`config.mk`:
```
export PLATFORM = sky130hd
export DESIGN_NAME = mpd_top
export DESIGN_NICKNAME = d
export VERILOG_FILES = /design/src/hw/mpd_pkg.sv /design/src/hw/mpd_top.sv
export VERILOG_INCLUDE_DIRS = /design/src /design/src/hw
export SDC_FILE = /design/constraint.sdc
export NUM_CORES = 1
export LEC_CHECK = 0
export ABC_AREA = 1
export BUFFER_PORTS_ARGS = -buffer_cell sky130_fd_sc_hd__buf_2
export CAP_MARGIN = 20
export CELL_PAD_IN_SITES_DETAIL_PLACEMENT = 0
export CELL_PAD_IN_SITES_GLOBAL_PLACEMENT = 1
export CORE_ASPECT_RATIO = 2
export CORE_MARGIN = 2
export CORE_UTILIZATION = 38
export DETAILED_ROUTE_END_ITERATION = 10
export MAX_ROUTING_LAYER = met4
export PLACE_DENSITY_LB_ADDON = 0.1
export SLEW_MARGIN = 20
export SYNTH_ARGS = -nofsm -noshare
export SYNTH_HDL_FRONTEND = slang
export SYNTH_SLANG_ARGS = --single-unit
```
`constraint.sdc`:
```
create_clock -name core_clk -period 1.52 [get_ports core_clk]
set_input_delay 0.076 -clock core_clk [delete_from_list [all_inputs] [get_ports core_clk]]
set_output_delay 0.076 -clock core_clk [all_outputs]
set_load 0.1 [all_outputs]
```
`src/hw/mpd_map.svh`:
```
// Contract
// - Code with direction bit clear is an input; 0x00 and reserved codes do nothing.
// - Code 0x01 makes the pin a register update strobe.
// - Code 0x02 makes the pin command full power-down.
// - Code 0x03 makes the pin clear the watchdog timer.
// - Code 0x04 makes the pin clear all pending interrupts.
// - Code 0x05 makes the pin reset tuning-word history.
// - Code 0x10 makes the pin force user holdover.
// - Code 0x11 makes the pin force user free-run.
// - Codes 0x12, 0x13, 0x14 reset, increment, decrement phase offset.
// - Codes 0x20 to 0x23 override reference monitors A to D.
// - Codes 0x30 to 0x33 force validation timeout of references A to D.
// - Codes 0x40 to 0x45 enable clock outputs 0 to 5.
// - Code 0x46 enables all six clock outputs together.
// - Code 0x47 issues a soft sync of the clock distribution.
`ifndef MPD_MAP_SVH
`define MPD_MAP_SVH
`define MPD_NPINS       4
`define MPD_DIR_BIT     7
`define MPD_CODE_NONE   7'h00
`define MPD_CODE_UPD    7'h01
`define MPD_CODE_PDN    7'h02
`define MPD_CODE_WDOG   7'h03
`define MPD_CODE_IRQ    7'h04
`define MPD_CODE_HIST   7'h05
`define MPD_CODE_HOLD   7'h10
`define MPD_CODE_FRUN   7'h11
`define MPD_CODE_PRST   7'h12
`define MPD_CODE_PINC   7'h13
`define MPD_CODE_PDEC   7'h14
`define MPD_CODE_MON    5'h08
`define MPD_CODE_VTO    5'h0C
`define MPD_CODE_OEN    4'h8
`define MPD_CODE_OALL   7'h46
`define MPD_CODE_SYNC   7'h47
`define MPD_NOUT        6
`define MPD_CFG_RST     8'h00
`define MPD_OFF_CFG0    8'h00
`define MPD_OFF_SWCTL   8'h10
`define MPD_OFF_PINST   8'h14
`define MPD_OFF_ACTST   8'h18
`define MPD_RESP_OK     2'h0
`define MPD_RESP_ERR    2'h2
`endif

```
`src/hw/mpd_pkg.sv`:
```
package mpd_pkg;
  // Internal control actions, packed in the same order as the software
  // control register, so that both can be ORed directly.
  typedef struct packed {
    logic       upd;
    logic       pwr_dn;
    logic       wdog_clr;
    logic       irq_clr;
    logic       hist_rst;
    logic       hold;
    logic       frun;
    logic       ph_rst;
    logic       ph_inc;
    logic       ph_dec;
    logic [3:0] mon_ovr;
    logic [3:0] val_to;
    logic [5:0] out_en;
    logic       dist_sync;
  } mpd_act_t;
  typedef logic [7:0] mpd_cfg_t;
endpackage

```
`src/hw/mpd_top.sv`:
```
`timescale 1ns/1ps
`include "mpd_map.svh"
module mpd_top
  import mpd_pkg::*;
(
  input  wire logic        core_clk,
  input  wire logic        rstn,
  input  wire logic [3:0]  mfp_i,
  output logic [3:0]       pin_direction_select_bit,
  output mpd_act_t         act_o,
  input  wire logic [7:0]  s_axi_awaddr,
  input  wire logic        s_axi_awvalid,
  output logic             s_axi_awready,
  input  wire logic [31:0] s_axi_wdata,
  input  wire logic [3:0]  s_axi_wstrb,
  input  wire logic        s_axi_wvalid,
  output logic             s_axi_wready,
  output logic [1:0]       s_axi_bresp,
  output logic             s_axi_bvalid,
  input  wire logic        s_axi_bready,
  input  wire logic [7:0]  s_axi_araddr,
  input  wire logic        s_axi_arvalid,
  output logic             s_axi_arready,
  output logic [31:0]      s_axi_rdata,
  output logic [1:0]       s_axi_rresp,
  output logic             s_axi_rvalid,
  input  wire logic        s_axi_rready
);

  localparam int AW = $bits(mpd_act_t);

  mpd_cfg_t         cfg_q [`MPD_NPINS];
  mpd_act_t         sw_q;
  mpd_act_t         act_q;
  mpd_act_t         pin_act;
  mpd_act_t         pin_vec [`MPD_NPINS];
  logic [3:0]       sync1_q;
  logic [3:0]       sync2_q;
  logic             aw_got_q;
  logic             w_got_q;
  logic [7:0]       awaddr_q;
  logic [31:0]      wdata_q;
  logic [3:0]       wstrb_q;
  logic             bvalid_q;
  logic [1:0]       bresp_q;
  logic             rvalid_q;
  logic [1:0]       rresp_q;
  logic [31:0]      rdata_q;

  // Maps one configuration code to the action it drives while the pin is
  // high. Output-mode and reserved codes map to no action.
  function automatic mpd_act_t decode(input mpd_cfg_t c);
    mpd_act_t a;
    a = '0;
    if (!c[`MPD_DIR_BIT]) begin
      case (c[6:0])
        `MPD_CODE_UPD:  a.upd = 1'b1;
        `MPD_CODE_PDN:  a.pwr_dn = 1'b1;
        `MPD_CODE_WDOG: a.wdog_clr = 1'b1;
        `MPD_CODE_IRQ:  a.irq_clr = 1'b1;
        `MPD_CODE_HIST: a.hist_rst = 1'b1;
        `MPD_CODE_HOLD: a.hold = 1'b1;
        `MPD_CODE_FRUN: a.frun = 1'b1;
        `MPD_CODE_PRST: a.ph_rst = 1'b1;
        `MPD_CODE_PINC: a.ph_inc = 1'b1;
        `MPD_CODE_PDEC: a.ph_dec = 1'b1;
        `MPD_CODE_OALL: a.out_en = '1;
        `MPD_CODE_SYNC: a.dist_sync = 1'b1;
        default: begin
          if (c[6:2] == `MPD_CODE_MON)
            a.mon_ovr[c[1:0]] = 1'b1;
          if (c[6:2] == `MPD_CODE_VTO)
            a.val_to[c[1:0]] = 1'b1;
          if (c[6:3] == `MPD_CODE_OEN && c[2:0] < 3'h6)
            a.out_en[c[2:0]] = 1'b1;
        end
      endcase
    end
    return a;
  endfunction

  // The pins are asynchronous to the core clock.
  always_ff @(posedge core_clk or negedge rstn) begin
    if (!rstn) begin
      sync1_q <= 4'h0;
      sync2_q <= 4'h0;
    end else begin
      sync1_q <= mfp_i;
      sync2_q <= sync1_q;
    end
  end

  genvar gi;
  generate
    for (gi = 0; gi < `MPD_NPINS; gi++) begin : g_pin
      assign pin_vec[gi] = sync2_q[gi] ? decode(cfg_q[gi]) : '0;
      assign pin_direction_select_bit[gi] = cfg_q[gi][`MPD_DIR_BIT];
    end
  endgenerate

  always_comb begin
    pin_act = '0;
    for (int i = 0; i < `MPD_NPINS; i++)
      pin_act = pin_act | pin_vec[i];
  end

  // A software bit and a pin both drive the same action.
  always_ff @(posedge core_clk or negedge rstn) begin
    if (!rstn)
      act_q <= '0;
    else
      act_q <= sw_q | pin_act;
  end

  assign act_o = act_q;

  // Write channel: address and data are taken independently, in any order.
  wire aw_hs  = s_axi_awvalid && s_axi_awready;
  wire w_hs   = s_axi_wvalid && s_axi_wready;
  wire wr_go  = aw_got_q && w_got_q && !bvalid_q;
  wire [7:0] wa = awaddr_q;
  wire wa_cfg = (wa[7:4] == 4'h0) && (wa[1:0] == 2'h0);
  wire wa_sw  = (wa == `MPD_OFF_SWCTL);
  wire wa_ro  = (wa == `MPD_OFF_PINST) || (wa == `MPD_OFF_ACTST);

  assign s_axi_awready = !aw_got_q && !bvalid_q;
  assign s_axi_wready  = !w_got_q && !bvalid_q;

  always_ff @(posedge core_clk or negedge rstn) begin
    if (!rstn) begin
      aw_got_q <= 1'b0;
      w_got_q  <= 1'b0;
      awaddr_q <= 8'h00;
      wdata_q  <= 32'h0000_0000;
      wstrb_q  <= 4'h0;
    end else begin
      if (aw_hs) begin
        aw_got_q <= 1'b1;
        awaddr_q <= s_axi_awaddr;
      end
      if (w_hs) begin
        w_got_q <= 1'b1;
        wdata_q <= s_axi_wdata;
        wstrb_q <= s_axi_wstrb;
      end
      if (wr_go) begin
        aw_got_q <= 1'b0;
        w_got_q  <= 1'b0;
      end
    end
  end

  always_ff @(posedge core_clk or negedge rstn) begin
    if (!rstn) begin
      for (int i = 0; i < `MPD_NPINS; i++)
        cfg_q[i] <= `MPD_CFG_RST;
    end else if (wr_go && wa_cfg && wstrb_q[0]) begin
      cfg_q[wa[3:2]] <= wdata_q[7:0];
    end
  end

  // Software bits are levels; a pulsed command is issued by writing one
  // and then zero, the same discipline asked of the pin driver.
  always_ff @(posedge core_clk or negedge rstn) begin
    if (!rstn) begin
      sw_q <= '0;
    end else if (wr_go && wa_sw) begin
      for (int b = 0; b < 4; b++)
        if (wstrb_q[b])
          for (int k = 0; k < 8; k++)
            if (b * 8 + k < AW)
              sw_q[b * 8 + k] <= wdata_q[b * 8 + k];
    end
  end

  always_ff @(posedge core_clk or negedge rstn) begin
    if (!rstn) begin
      bvalid_q <= 1'b0;
      bresp_q  <= `MPD_RESP_OK;
    end else if (wr_go) begin
      bvalid_q <= 1'b1;
      bresp_q  <= (wa_cfg || wa_sw || wa_ro) ? `MPD_RESP_OK
                                              : `MPD_RESP_ERR;
    end else if (s_axi_bready) begin
      bvalid_q <= 1'b0;
    end
  end

  assign s_axi_bvalid = bvalid_q;
  assign s_axi_bresp  = bresp_q;

  // Read channel: one read at a time, answered the cycle after it is taken.
  wire ar_hs = s_axi_arvalid && s_axi_arready;
  wire [7:0] ra = s_axi_araddr;
  assign s_axi_arready = !rvalid_q;

  always_ff @(posedge core_clk or negedge rstn) begin
    if (!rstn) begin
      rvalid_q <= 1'b0;
      rresp_q  <= `MPD_RESP_OK;
      rdata_q  <= 32'h0000_0000;
    end else if (ar_hs) begin
      rvalid_q <= 1'b1;
      rresp_q  <= `MPD_RESP_OK;
      rdata_q  <= 32'h0000_0000;
      if (ra[7:4] == 4'h0 && ra[1:0] == 2'h0)
        rdata_q[7:0] <= cfg_q[ra[3:2]];
      else if (ra == `MPD_OFF_SWCTL)
        rdata_q[AW-1:0] <= sw_q;
      else if (ra == `MPD_OFF_PINST)
        rdata_q[3:0] <= sync2_q;
      else if (ra == `MPD_OFF_ACTST)
        rdata_q[AW-1:0] <= act_q;
      else
        rresp_q <= `MPD_RESP_ERR;
    end else if (s_axi_rready) begin
      rvalid_q <= 1'b0;
    end
  end

  assign s_axi_rvalid = rvalid_q;
  assign s_axi_rresp  = rresp_q;
  assign s_axi_rdata  = rdata_q;

  // The pin-zero sync, output-mode and reserved-code checks are repeated for
  // every pin, since a wrong index in the pin loop would leave pin zero unharmed.
  generate
    for (gi = 0; gi < `MPD_NPINS; gi++) begin : g_chk

    end
  endgenerate
endmodule

```
# After elaboration in Yosys (flattened, before gate mapping)
# Cells that the tools add are included.
[op_classes]
magnitude_cmp = 23
n_eq_ne = 66
n_mux = 113
bitwise = 6
n_reduce_logical = 52
[op_table]
columns = ["operator", "count"]
rows = [
  ["2-to-1 mux 25 bit", 10],
  ["equality test 7 x 5 -> 1 bit, second input constant", 20],
  ["OR 25 bit", 4],
  ["2-to-1 mux 8 bit", 8],
  ["2-to-1 mux 1 bit", 60],
  ["equality test 7 x 2 -> 1 bit, second input constant", 8],
  ["equality test 7 x 3 -> 1 bit, second input constant", 8],
  ["equality test 7 bit, second input constant", 8],
  ["equality test 8 x 5 -> 1 bit, second input constant", 6],
  ["one-hot mux 6 bit (2 select lines)", 4],
  ["OR reduction 12 bit", 4],
  ["OR reduction 11 bit", 4],
  ["equality test 5 x 4 -> 1 bit, second input constant", 8],
  ["2-to-1 mux 4 bit", 9],
  ["bitwise mux 32 bit", 1],
  ["equality test 7 x 1 -> 1 bit, second input constant", 4],
  ["logical AND 1 bit", 25],
  ["2-to-1 mux 6 bit", 4],
  ["2-to-1 mux 21 bit", 1],
  ["2-to-1 mux 17 bit", 1],
  ["binary-select mux 8 bit (select 2 bit)", 1],
  ["demux 8 bit (select 2 bit)", 1],
  ["equality test 4 bit, second input constant", 4],
  ["< comparator 3 x 4 -> 1 bit, second input constant", 4],
  ["other kinds (16)", 53],
]
[word_totals]
register_bits = 160
input_bits = 63
out_inout_bits = 70

# Depth between registers and ports, before layout
# Gate-level depths: netlist (run 1).
[depth]
ltp_word = 12
mapped_depth = 13
mapped_depth_nobuf = 12

# Worst setup path before layout (run 1)
# OpenSTA, ideal clock, no wires.
[synth_path]
path_type = "register -> register"
startpoint = "register bvalid_q, in the netlist s_axi_bvalid"
endpoint = "register wdata_q[11]"
t_arrival_ns = 3.104
t_required_ns = 1.395
setup_slack_ns = -1.708
stages_incl_launch_ff = 5
synth_period_minus_slack_ns = 3.228
cell_sequence = "dfrtp_1 > nor2_1 > nand2_1 > buf_2 > mux2_2"
[synth_via]
elab_chain_cells = 3
[synth_lines]
columns = ["element", "line", "rtl"]
rows = [
  ["start, declared", "mpd_top.sv:44", "logic bvalid_q;"],
  ["start signal, assigned", "mpd_top.sv:178", "bvalid_q <= 1'b0;"],
  ["start signal, assigned", "mpd_top.sv:181", "bvalid_q <= 1'b1;"],
  ["start signal, assigned", "mpd_top.sv:185", "bvalid_q <= 1'b0;"],
  ["logical NOT 1 bit", "mpd_top.sv:127", "assign s_axi_wready = !w_got_q && !bvalid_q;"],
  ["logical AND 1 bit", "mpd_top.sv:127", ""],
  ["via s_axi_wready", "mpd_top.sv:17", "output logic s_axi_wready,"],
  ["logical AND 1 bit", "mpd_top.sv:119", "wire w_hs = s_axi_wvalid && s_axi_wready;"],
  ["end signal, assigned", "mpd_top.sv:143", "wdata_q <= s_axi_wdata;"],
  ["end, declared", "mpd_top.sv:42", "logic [31:0] wdata_q;"],
]
# The timed path passes the listed nets, and every way through them passes these cells.
# A chain may end at the register's enable or synchronous reset.

# Final worst setup path (run 1)
[layout_path]
startpoint = "register awaddr_q[1]"
endpoint = "register cfg_q[4] (netlist name)"
[layout_via]
elab_chain_cells = 4
[layout_lines]
columns = ["element", "line", "rtl"]
rows = [
  ["start, declared", "mpd_top.sv:41", "logic [7:0] awaddr_q;"],
  ["start signal, assigned", "mpd_top.sv:139", "awaddr_q <= s_axi_awaddr;"],
  ["logical NOT 2 bit", "mpd_top.sv:122", "wire wa_cfg = (wa[7:4] == 4'h0) && (wa[1:0] == 2'h0);"],
  ["logical AND 1 bit", "mpd_top.sv:122", ""],
  ["logical AND 1 bit (2 in series)", "mpd_top.sv:157", "end else if (wr_go && wa_cfg && wstrb_q[0]) begin"],
  ["end signal, assigned by index", "mpd_top.sv:156", "cfg_q[i] <= `MPD_CFG_RST;"],
  ["end signal, assigned by index", "mpd_top.sv:158", "cfg_q[wa[3:2]] <= wdata_q[7:0];"],
  ["end, declared", "mpd_top.sv:32", "mpd_cfg_t cfg_q [`MPD_NPINS];"],
]
# No other way between the ends.

==> out/qor.csv, run 1 <==
metric;value;unit
count of port buffers added during placement;116;
critical path endpoint category;flop;
initial antenna violation count;0;
Antenna Violating Nets Remaining;0;
CP top delay family;simple AND/OR/NAND/NOR gates;
flip-flop and latch count after synthesis;158;
CTS tree;done;
list of cells traversed by the critical path;nor2_2 > nand4_1 > nor2_8 > nand3_4 > buf_12 > nand2_2 > o21ai_1;
fin worst setup slack;-0.128;ns
combined buffer and inverter count along the critical path;1;
Post-layout nets;1473;
final worst hold slack;0.0301;ns
first-pass iteration count of the detailed router;7;
RD Place Congestion;0.984;
global-route wire length before repair;47400;um
fin crit share;1.08;
total area of multi-input combinational cells;4730;um^2
Final Slew Violations;0;
placement-stage worst setup slack;-0.331;ns
number of clock buffers inserted by TritonCTS;17;
status;finished, violations left;
total length of routed wires;31800;um
number of enable flip-flop cells after synthesis;0;
share of async-settable or async-resettable flops after synthesis;1.00;
register cell area after layout;3990;um^2
cell at the slowest stage of the critical path;sky130_fd_sc_hd__dfrtp_1;
startpoint class of the critical path;flop;
Warnings, synthesis;0;
number of remaining DRC errors;0;
power density over the cells;1240;nW/um^2
cell count after synthesis;1038;
cell area after synthesis;8170;um^2
Horiz. Die Dim;108;um
die height;211;um
total placed cells including tap cells;1558;
initial standard-cell utilization of the core;0.389;
VDD IR max;1460;uV
number of hold violations in the final report;0;
fraction of layout cells with a size suffix above 1;0.489;
RSZ-0062 raised after global routing;true;
total number of clock tree sinks;158;
combinational family with the most area after synthesis;simple AND/OR/NAND/NOR gates;
highest net fanout along the worst path;8;
fraction of the core area covered by cells at the end of the flow;0.622;
H-tree levels;4;
Post-Layout Cell Count;1691;
core area;21000;um^2
maximum clock frequency;607;MHz
Diodes inserted;0;
violations in the final reports;negative setup slack;
area of the die;22800;um^2
total design power;16.2;mW
primary flip-flop cell chosen by synthesis mapping;sky130_fd_sc_hd__dfrtp_1;
worst-case clock skew;0.00986;ns
IO Count;133;
DP HPWL;24400;um
synthesis-to-finish area growth;60.1;%
post-detailed-route via-to-cell ratio;5.08;
maximum clock path buffer count;2;
endpoints failing setup;58;
number of vias after detailed routing;8585;
fraction of synthesized area in multiplexers;0.0179;
Placement Rows;75;
clock-pin slew of the registers on the worst-case setup and hold paths;0.06;ns
Global Route Usage Sum;0.291;
sequential cell area fraction in the yosys report;0.484;
Static Leak;6.43;nW
Req. time, crit path;1.84;ns
largest net degree at the start of global routing;60;
via count of the first global-routing pass;8570;
distinct cell type count after synthesis;38;
root buf cell;sky130_fd_sc_hd__clkbuf_16;
complex-gate fraction of the synthesized area;0.130;
average wire per cell in the routed design;18.8;um
data arrival time of the critical path;1.97;ns
Starting DRT DRC Count;360;
gr ovfl total;0;
simple-gate share of the synthesized area;0.284;
mean instance size in the synthesized netlist;7.87;um^2
number of max-cap violations;0;
Tmin final;1.65;ns
worst-skew pair later-pin latency;0.45;ns
critical setup path kind;flop to flop;
Adder-Cell Fraction of Synth Area;0;
xor and xnor fraction of the mapped netlist area;0;
count of filler cells inserted in the layout;1972;
type of the worst min-delay path;primary input to flop;
highest cell delay on the worst timing path;0.39;ns
worst reg2reg max path, cell delays in order (launching register included):
cell	delay (ns)
sky130_fd_sc_hd__dfrtp_1	0.39
sky130_fd_sc_hd__nor2_2	0.14
sky130_fd_sc_hd__nand4_1	0.26
sky130_fd_sc_hd__nor2_8	0.25
sky130_fd_sc_hd__nand3_4	0.18
sky130_fd_sc_hd__buf_12	0.20
sky130_fd_sc_hd__nand2_2	0.05
sky130_fd_sc_hd__o21ai_1	0.06
placed cells by master, fill, tap and decap left out, drive strengths merged, types with 26 or more instances in the layout:
master / count
buf: 340
nand2: 271
a21oi: 61
inv: 115
nand3: 72
o21ai: 88
clkbuf: 26
nor2: 136
dfrtp: 158
dlygate4sd3: 44
cell usage after synthesis, types with 2 or more instances:
cell type,count,share of area
sky130_fd_sc_hd__nor3_1,12,0.0073
sky130_fd_sc_hd__nor2_2,4,0.0031
sky130_fd_sc_hd__o21ai_0,23,0.014
sky130_fd_sc_hd__a22oi_1,2,0.0018
sky130_fd_sc_hd__buf_4,16,0.015
sky130_fd_sc_hd__nor2_4,7,0.0096
sky130_fd_sc_hd__nor3_4,3,0.0060
sky130_fd_sc_hd__nand2_1,262,0.12
sky130_fd_sc_hd__o211ai_1,6,0.0055
sky130_fd_sc_hd__nand3_4,4,0.0086
sky130_fd_sc_hd__buf_1,2,0.00092
sky130_fd_sc_hd__nand4_1,21,0.016
sky130_fd_sc_hd__nand3_1,67,0.041
sky130_fd_sc_hd__nand2_2,6,0.0046
sky130_fd_sc_hd__nor3_2,2,0.0024
sky130_fd_sc_hd__nor2_1,124,0.057
sky130_fd_sc_hd__dfrtp_1,158,0.48
sky130_fd_sc_hd__clkbuf_1,5,0.0023
sky130_fd_sc_hd__o2111ai_1,11,0.012
sky130_fd_sc_hd__inv_2,24,0.011
sky130_fd_sc_hd__mux2_2,13,0.018
sky130_fd_sc_hd__a31oi_1,4,0.0031
sky130_fd_sc_hd__o22ai_1,3,0.0023
sky130_fd_sc_hd__a21oi_1,61,0.037
sky130_fd_sc_hd__a32o_1,7,0.0086
sky130_fd_sc_hd__buf_2,19,0.012
sky130_fd_sc_hd__inv_1,94,0.043
sky130_fd_sc_hd__nor4_1,4,0.0031
sky130_fd_sc_hd__nand2_4,2,0.0028
sky130_fd_sc_hd__o21ai_1,64,0.039
state kept, by name, summed over array words and instances, names as in the netlist, 4 cells and up:
name,count
cfg_q,28
act_o,25
sync1_q,4
wstrb_q,4
wdata_q,25
s_axi_rdata,25
awaddr_q,8
sync2_q,4
sw_q,25
pin_direction_select_bit,4
power breakdown:
| group | internal (mW) | switching (mW) |
|---|---|---|
| Sequential | 4.98 | 0.554 |
| Combinational | 2.21 | 4.11 |
| Clock | 2.70 | 1.69 |
| Total | 9.88 | 6.35 |
worst paths after layout:
check,from,end,slack (ns),depth (start not counted)
worst max-delay path,awaddr_q[1]$_DFFE_PN0P_,cfg_q[4]$_DFFE_PN0P_,-0.13,7
worst min-delay path,s_axi_awvalid,aw_got_q$_DFFE_PN0P_,0.03,3
min in group asynchronous,rstn,sync1_q[2]$_DFF_PN0_,0.05,2
max in group asynchronous,rstn,s_axi_bvalid$_DFFE_PN0P_,0.87,3
worst min register to register,sync1_q[1]$_DFF_PN0_,sync2_q[1]$_DFF_PN0_,0.35,0
worst max register to register,awaddr_q[1]$_DFFE_PN0P_,cfg_q[4]$_DFFE_PN0P_,-0.13,7
layer usage:
metal	routed length, um	global-route usage	up-vias
met5	0	-	-
met1	11000	0.292	4101
met3	1050	0.0311	100
li1	-	-	4147
met2	17600	0.524	237
met4	2190	0.187	0
per-stage QoR:
stage	TNS (ns)	area (um^2)
after floorplan	-30.32	8460
after global placement	-11.11	10400
after detailed placement	-11.19	10400
after CTS	-3.71	12000
after global routing	-8.95	13100
final	-3.20	13100
area by class of cell:
cell class / count / area share
inverter: 118 / 0.0364
sequential: 158 / 0.305
tap: 269 / 0.0257
timing repair buffer: 385 / 0.226
multi-input combinational: 730 / 0.362
clock inverter: 6 / 0.00823
clock buffer: 25 / 0.0371
timing repair:
| item | in CTS | in global routing |
|---|---|---|
| setup buffers | 19 | 38 |
| hold endpoints to repair | 201 | 0 |
| hold buffers | 44 | 0 |
| cloned | 0 | 4 |
| gates resized for setup | 127 | 209 |
| pin swaps | 38 | 87 |
| endpoints found under the setup margin | 81 | 93 |
cells by family (layout without fill, tap and decap cells):
family,after synthesis,in the layout
mux,13,13
other cells,1,9
buf+inv,160,534
flops,158,158
compound gates,187,187
simple gates,519,521
No activity file was read; power rests on OpenSTA's default activity.
==> run 2: changes to the inputs <==
--- a/config.mk
+++ b/config.mk
@@ -13,7 +13,7 @@
 export CELL_PAD_IN_SITES_GLOBAL_PLACEMENT = 1
 export CORE_ASPECT_RATIO = 2
 export CORE_MARGIN = 2
-export CORE_UTILIZATION = 38
+export CORE_UTILIZATION = 44
 export DETAILED_ROUTE_END_ITERATION = 10
 export MAX_ROUTING_LAYER = met4
 export PLACE_DENSITY_LB_ADDON = 0.1
==> constraint.sdc (replaced) <==
create_clock -name core_clk -period 2.02 [get_ports core_clk]
set_input_delay 0.101 -clock core_clk [delete_from_list [all_inputs] [get_ports core_clk]]
set_output_delay 0.101 -clock core_clk [all_outputs]
set_load 0.1 [all_outputs]
==> run 2 against run 1 <==
Compared with the run above: the run now ends clean; combinational power is 46% lower; highest routed layer unchanged; clock skew is 0.0019 ns higher; largest cell class is now registers; maximum frequency is 13% lower; critical path depth is 4 higher; die area is 13% lower.
==> out/qor.csv, run 2 (synthesis results as in run 1) <==
metric;value;unit
VDD IR max;938;uV
maximum clock frequency;530;MHz
number of vias after detailed routing;7595;
Diodes inserted;0;
first-pass iteration count of the detailed router;7;
status;finished, final reports clean;
fraction of layout cells with a size suffix above 1;0.224;
number of hold violations in the final report;0;
startpoint class of the critical path;flop;
FF-to-FF End;act_o[4]$_DFF_PN0_;
worst slew margin relative to its limit;0.619;
Global Route Usage Sum;0.293;
H-tree levels;4;
destination of the worst hold path;s_axi_rdata[2]$_DFFE_PN0P_;
Post-layout nets;1298;
total placed cells including tap cells;1388;
Req. time, crit path;2.33;ns
total number of clock tree sinks;158;
worst-case clock skew;0.0117;ns
maximum clock path buffer count;2;
most common cell after layout, fill and taps aside;sky130_fd_sc_hd__nand2_1;
largest net degree at the start of global routing;55;
highest net fanout along the worst path;8;
fin crit share;0.934;
count of filler cells inserted in the layout;1839;
area of the die;19700;um^2
number of clock buffers inserted by TritonCTS;17;
depth of the most critical reg-to-reg path;11;
RD Place Congestion;1.02;
total length of routed wires;27100;um
Horiz. Die Dim;100;um
power density over the cells;1050;nW/um^2
via count of the first global-routing pass;7586;
synthesis-to-finish area growth;26.3;%
die height;197;um
register cell area after layout;3960;um^2
Post-Layout Cell Count;1464;
initial antenna violation count;0;
highest-count cells in the layout ignoring fill and taps;258 x sky130_fd_sc_hd__nand2_1, 154 x sky130_fd_sc_hd__dfrtp_1, 122 x sky130_fd_sc_hd__nor2_1;
max reg flops;28;
transition at the pin with the smallest max-transition slack;0.568;ns
data arrival time of the critical path;2.19;ns
clock-pin slew of the registers on the worst-case setup and hold paths;0.07;ns
reg-to-reg setup timing slack;0.13;ns
largest register by flop count;cfg_q;
Tmin final;1.89;ns
initial standard-cell utilization of the core;0.449;
Antenna Violating Nets Remaining;0;
average wire per cell in the routed design;18.5;um
number of max-cap violations;0;
endpoints failing setup;0;
CTS tree;done;
Final Slew Violations;0;
DP HPWL;21600;um
number of remaining DRC errors;0;
critical setup path kind;flop to flop;
gr ovfl total;0;
global-route wire length before repair;41600;um
IO Count;133;
critical path endpoint category;flop;
count of port buffers added during placement;116;
Worst Hold Launch;s_axi_arvalid;
root buf cell;sky130_fd_sc_hd__clkbuf_16;
hold-critical path depth;5;
total design power;10.8;mW
r2r startpoint;cfg_q[26]$_DFFE_PN0P_;
Worst Setup SP;cfg_q[26]$_DFFE_PN0P_;
total area of multi-input combinational cells;3600;um^2
number of setup buffers added after CTS;0;
Static Leak;5.27;nW
final worst hold slack;0.0985;ns
post-detailed-route via-to-cell ratio;5.19;
type of the worst min-delay path;primary input to flop;
Starting DRT DRC Count;410;
Placement Rows;70;
worst-skew pair later-pin latency;0.43;ns
core area;18200;um^2
run 2: changes by cell type in the layout (fill, tap and decap cells not counted), moves of 19 or more:
cell / before / now
sky130_fd_sc_hd__buf_4: 192 / 50
sky130_fd_sc_hd__nand2_1: 192 / 258
sky130_fd_sc_hd__nand2_2: 57 / 9
sky130_fd_sc_hd__nor2_1: 74 / 122
sky130_fd_sc_hd__a21oi_1: 27 / 61
sky130_fd_sc_hd__a21oi_2: 34 / 0
sky130_fd_sc_hd__nand3_1: 35 / 66
sky130_fd_sc_hd__nor2_4: 37 / 9
sky130_fd_sc_hd__nand3_2: 28 / 1
sky130_fd_sc_hd__buf_6: 27 / 1
sky130_fd_sc_hd__nor2_2: 24 / 4
sky130_fd_sc_hd__dfrtp_1: 135 / 154
sky130_fd_sc_hd__dfrtp_2: 21 / 2
run 2: worst max-delay path by stage:
stage,endpoint,cells after the start
floorplan,s_axi_rdata[10]$_DFFE_PN0P_,7
global placement,sw_q[12]$_DFFE_PN0P_,8
detailed placement,sw_q[8]$_DFFE_PN0P_,8
CTS,sw_q[8]$_DFFE_PN0P_,8
global route,act_o[6]$_DFF_PN0_,11
finish,act_o[4]$_DFF_PN0_,11
run 2: layout make-up:
type,count,share of cell area
Timing Repair Buffer,212,0.140
Multi-Input combinational cell,728,0.349
Inverter,118,0.0433
Sequential cell,158,0.384
Clock buffer,17,0.0412
Tap cell,216,0.0262
Clock inverter,15,0.0165
run 2: critical path: stages (launching register included):
cell                      delay [ns]
sky130_fd_sc_hd__dfrtp_1        0.42
sky130_fd_sc_hd__inv_2          0.09
sky130_fd_sc_hd__nor2_1         0.17
sky130_fd_sc_hd__nand2_1        0.07
sky130_fd_sc_hd__nor2_1         0.17
sky130_fd_sc_hd__nor2_1         0.07
sky130_fd_sc_hd__nand3_2        0.15
sky130_fd_sc_hd__nand2_1        0.07
sky130_fd_sc_hd__nand2_1        0.21
sky130_fd_sc_hd__nor2_1         0.08
sky130_fd_sc_hd__nor2_1         0.17
sky130_fd_sc_hd__nand2_1        0.08
run 2: routing by layer:
layer,track usage,part of all wire,up-vias
met4,0.176,0.063,0
met1,0.303,0.38,3522
li1,-,-,3798
met2,0.518,0.53,203
met5,-,0,-
met3,0.0383,0.028,72
run 2: repair_timing:
| item | CTS | global route |
|---|---|---|
| resized for setup | 0 | 5 |
| endpoints found under the hold margin | 91 | 0 |
| hold buffers | 44 | 0 |
| setup endpoints to repair | 0 | 21 |
run 2: power by group:
| part | switching [mW] | internal, mW | total (mW) | leakage, nW |
|---|---|---|---|---|
| Clock | 1.50 | 1.77 | 3.27 | 0.288 |
| Sequential | 0.387 | 3.74 | 4.12 | 2.06 |
| Combinational | 2.51 | 0.920 | 3.43 | 2.93 |
| Total | 4.40 | 6.43 | 10.8 | 5.27 |
run 2: per-stage QoR:
stage | instance area, um^2 | utilization | TNS [ns] | setup WS (ns)
after floorplan | 8240 | - | 0 | 0.00823
after global placement | 9270 | 0.509 | 0 | 0.131
after detailed placement | 9270 | 0.509 | 0 | 0.100
after CTS | 10300 | 0.566 | 0 | 0.0766
after global routing | 10300 | 0.566 | -0.0103 | -0.0103
final | 10300 | 0.566 | 0 | 0.134
==> run 3: changes to the inputs <==
--- a/config.mk
+++ b/config.mk
@@ -11,7 +11,6 @@
 export CAP_MARGIN = 20
 export CELL_PAD_IN_SITES_DETAIL_PLACEMENT = 0
 export CELL_PAD_IN_SITES_GLOBAL_PLACEMENT = 1
-export CORE_ASPECT_RATIO = 2
 export CORE_MARGIN = 2
 export CORE_UTILIZATION = 44
 export DETAILED_ROUTE_END_ITERATION = 10
==> run 3 against run 2 <==
Compared with the run above: clock skew down 0.00071 ns; sequential power hardly changed; wire length decreased by 3.5%; largest cell class unchanged.
==> out/qor.csv, run 3 (synthesis results as in run 1) <==
metric;value;unit
status;finished, final reports clean;
global-route wire length before repair;41400;um
root buf cell;sky130_fd_sc_hd__clkbuf_16;
number of max-cap violations;0;
startpoint class of the critical path;flop;
number of remaining DRC errors;0;
number of clock buffers inserted by TritonCTS;17;
first-pass iteration count of the detailed router;5;
area of the die;19700;um^2
Flop pwr share;0.373;
placement-stage worst setup slack;0.109;ns
core area;18100;um^2
fraction of layout cells with a size suffix above 1;0.219;
number of setup buffers added after CTS;0;
average wire per cell in the routed design;17.8;um
Horiz. Die Dim;140;um
Req. time, crit path;2.33;ns
endpoints failing setup;0;
VDD IR max;1110;uV
count of port buffers added during placement;116;
Antenna Violating Nets Remaining;0;
critical setup path kind;flop to flop;
CTS tree;done;
Diodes inserted;0;
DP HPWL;20200;um
maximum clock path buffer count;2;
highest net fanout along the worst path;8;
fin crit share;0.927;
Global Route Usage Sum;0.283;
critical path endpoint category;flop;
via count of the first global-routing pass;7371;
Comb power frac;0.313;
type of the worst min-delay path;primary input to flop;
Setup Total Neg Slack;0;ns
fraction of the core area covered by cells at the end of the flow;0.570;
Tmin final;1.87;ns
total number of clock tree sinks;158;
number of vias after detailed routing;7656;
highest-count cells in the layout ignoring fill and taps;259 x sky130_fd_sc_hd__nand2_1, 153 x sky130_fd_sc_hd__dfrtp_1, 120 x sky130_fd_sc_hd__nor2_1;
number of hold violations in the final report;0;
total length of routed wires;26100;um
synthesis-to-finish area growth;26.1;%
clock-pin slew of the registers on the worst-case setup and hold paths;0.07;ns
worst-case clock skew;0.0110;ns
net load switching power;4.32;mW
Static Leak;5.26;nW
IO Count;133;
Post-layout nets;1288;
power density over the cells;1070;nW/um^2
Internal Dissipation;6.67;mW
RSZ-0062 raised after global routing;false;
most common cell after layout, fill and taps aside;sky130_fd_sc_hd__nand2_1;
clock network fraction of design power;0.314;
transition at the pin with the smallest max-transition slack;0.514;ns
die height;140;um
Placement Rows;49;
data arrival time of the critical path;2.19;ns
fin worst setup slack;0.147;ns
maximum clock frequency;534;MHz
largest net degree at the start of global routing;50;
Final Slew Violations;0;
worst-skew pair later-pin latency;0.44;ns
initial standard-cell utilization of the core;0.452;
RD Place Congestion;0.986;
worst slew margin relative to its limit;0.656;
gr ovfl total;0;
initial antenna violation count;0;
Starting DRT DRC Count;562;
post-detailed-route via-to-cell ratio;5.22;
H-tree levels;4;
switching share of power;0.393;
largest register by flop count;cfg_q;
max reg flops;28;
## run 3: cell count changes in the layout (fill, tap and decap cells not counted), sizes merged
cell and change:
bufinv +2, inv -2, buf -10, clkinvlp -2, clkinv +1, clkbuf +1
## run 3: worst paths after layout
kind / to / cells past startpoint / slack, ns / from
setup / recovery: act_o[5]$_DFF_PN0_ / 11 / 0.15 / cfg_q[24]$_DFFE_PN0P_
hold reg to reg: sync2_q[3]$_DFF_PN0_ / 0 / 0.35 / sync1_q[3]$_DFF_PN0_
max in group asynchronous: cfg_q[1]$_DFFE_PN0P_ / 3 / 1.12 / rstn
setup reg to reg: act_o[5]$_DFF_PN0_ / 11 / 0.15 / cfg_q[24]$_DFFE_PN0P_
min in group asynchronous: s_axi_rdata[3]$_DFFE_PN0P_ / 2 / 0.19 / rstn
hold / removal: s_axi_rresp[1]$_DFFE_PN0P_ / 3 / 0.17 / s_axi_araddr[3]
## run 3: critical path: stages, from the launching register on
cell and delay [ns]:
sky130_fd_sc_hd__dfrtp_1 0.50, sky130_fd_sc_hd__nand2_1 0.14, sky130_fd_sc_hd__inv_1 0.10, sky130_fd_sc_hd__nand2_1 0.06, sky130_fd_sc_hd__nor2_1 0.13, sky130_fd_sc_hd__nor2_1 0.07, sky130_fd_sc_hd__nand3_2 0.15, sky130_fd_sc_hd__nand2_1 0.07
sky130_fd_sc_hd__nand2_1 0.15, sky130_fd_sc_hd__nor2_1 0.07, sky130_fd_sc_hd__nor2_1 0.23, sky130_fd_sc_hd__nand2_1 0.08
## run 3: area by class of cell
class                   count  area (um^2)
flip-flops and latches    158         3970
multi-input cells         728         3600
fillers                  1765         7780
well taps                 229          287
clock buffers              18          429
repair buffers            202         1380
clock inverters            14          198
inverters                 118          447
## run 3: layer usage
layer	vias to the layer above	track usage	part of all wire
met3	33	0.0485	0.058
met4	0	0.0914	0.023
met5	-	-	0
met1	3618	0.400	0.48
li1	3770	-	-
met2	235	0.418	0.44
## run 3: power by group through the flow
stage               Clock [mW]  Sequential (mW)  Combinational (mW)
CTS                       3.51             4.10                3.44
finish                    3.45             4.10                3.43
global route              3.64             4.17                3.74
floorplan                    0             4.76                1.85
detailed placement           0             4.16                3.36
global placement             0             4.14                3.34
## run 3: timing repair
item                                   in CTS  in global routing
setup endpoints to repair                   0                  7
endpoints found under the hold margin      88                  0
hold buffers                               44                  0
resized for setup                           0                  7
## run 3: through the flow
stage	instances	power [mW]	hold slack, ns	area, um^2
finish	1467	11.0	0.166	10300
global route	1467	11.5	0.179	10300
CTS	1467	11.0	0.145	10300
detailed placement	1391	7.52	0.0879	9220
global placement	1391	7.48	0.0824	9220
floorplan	1046	6.61	-0.195	8240
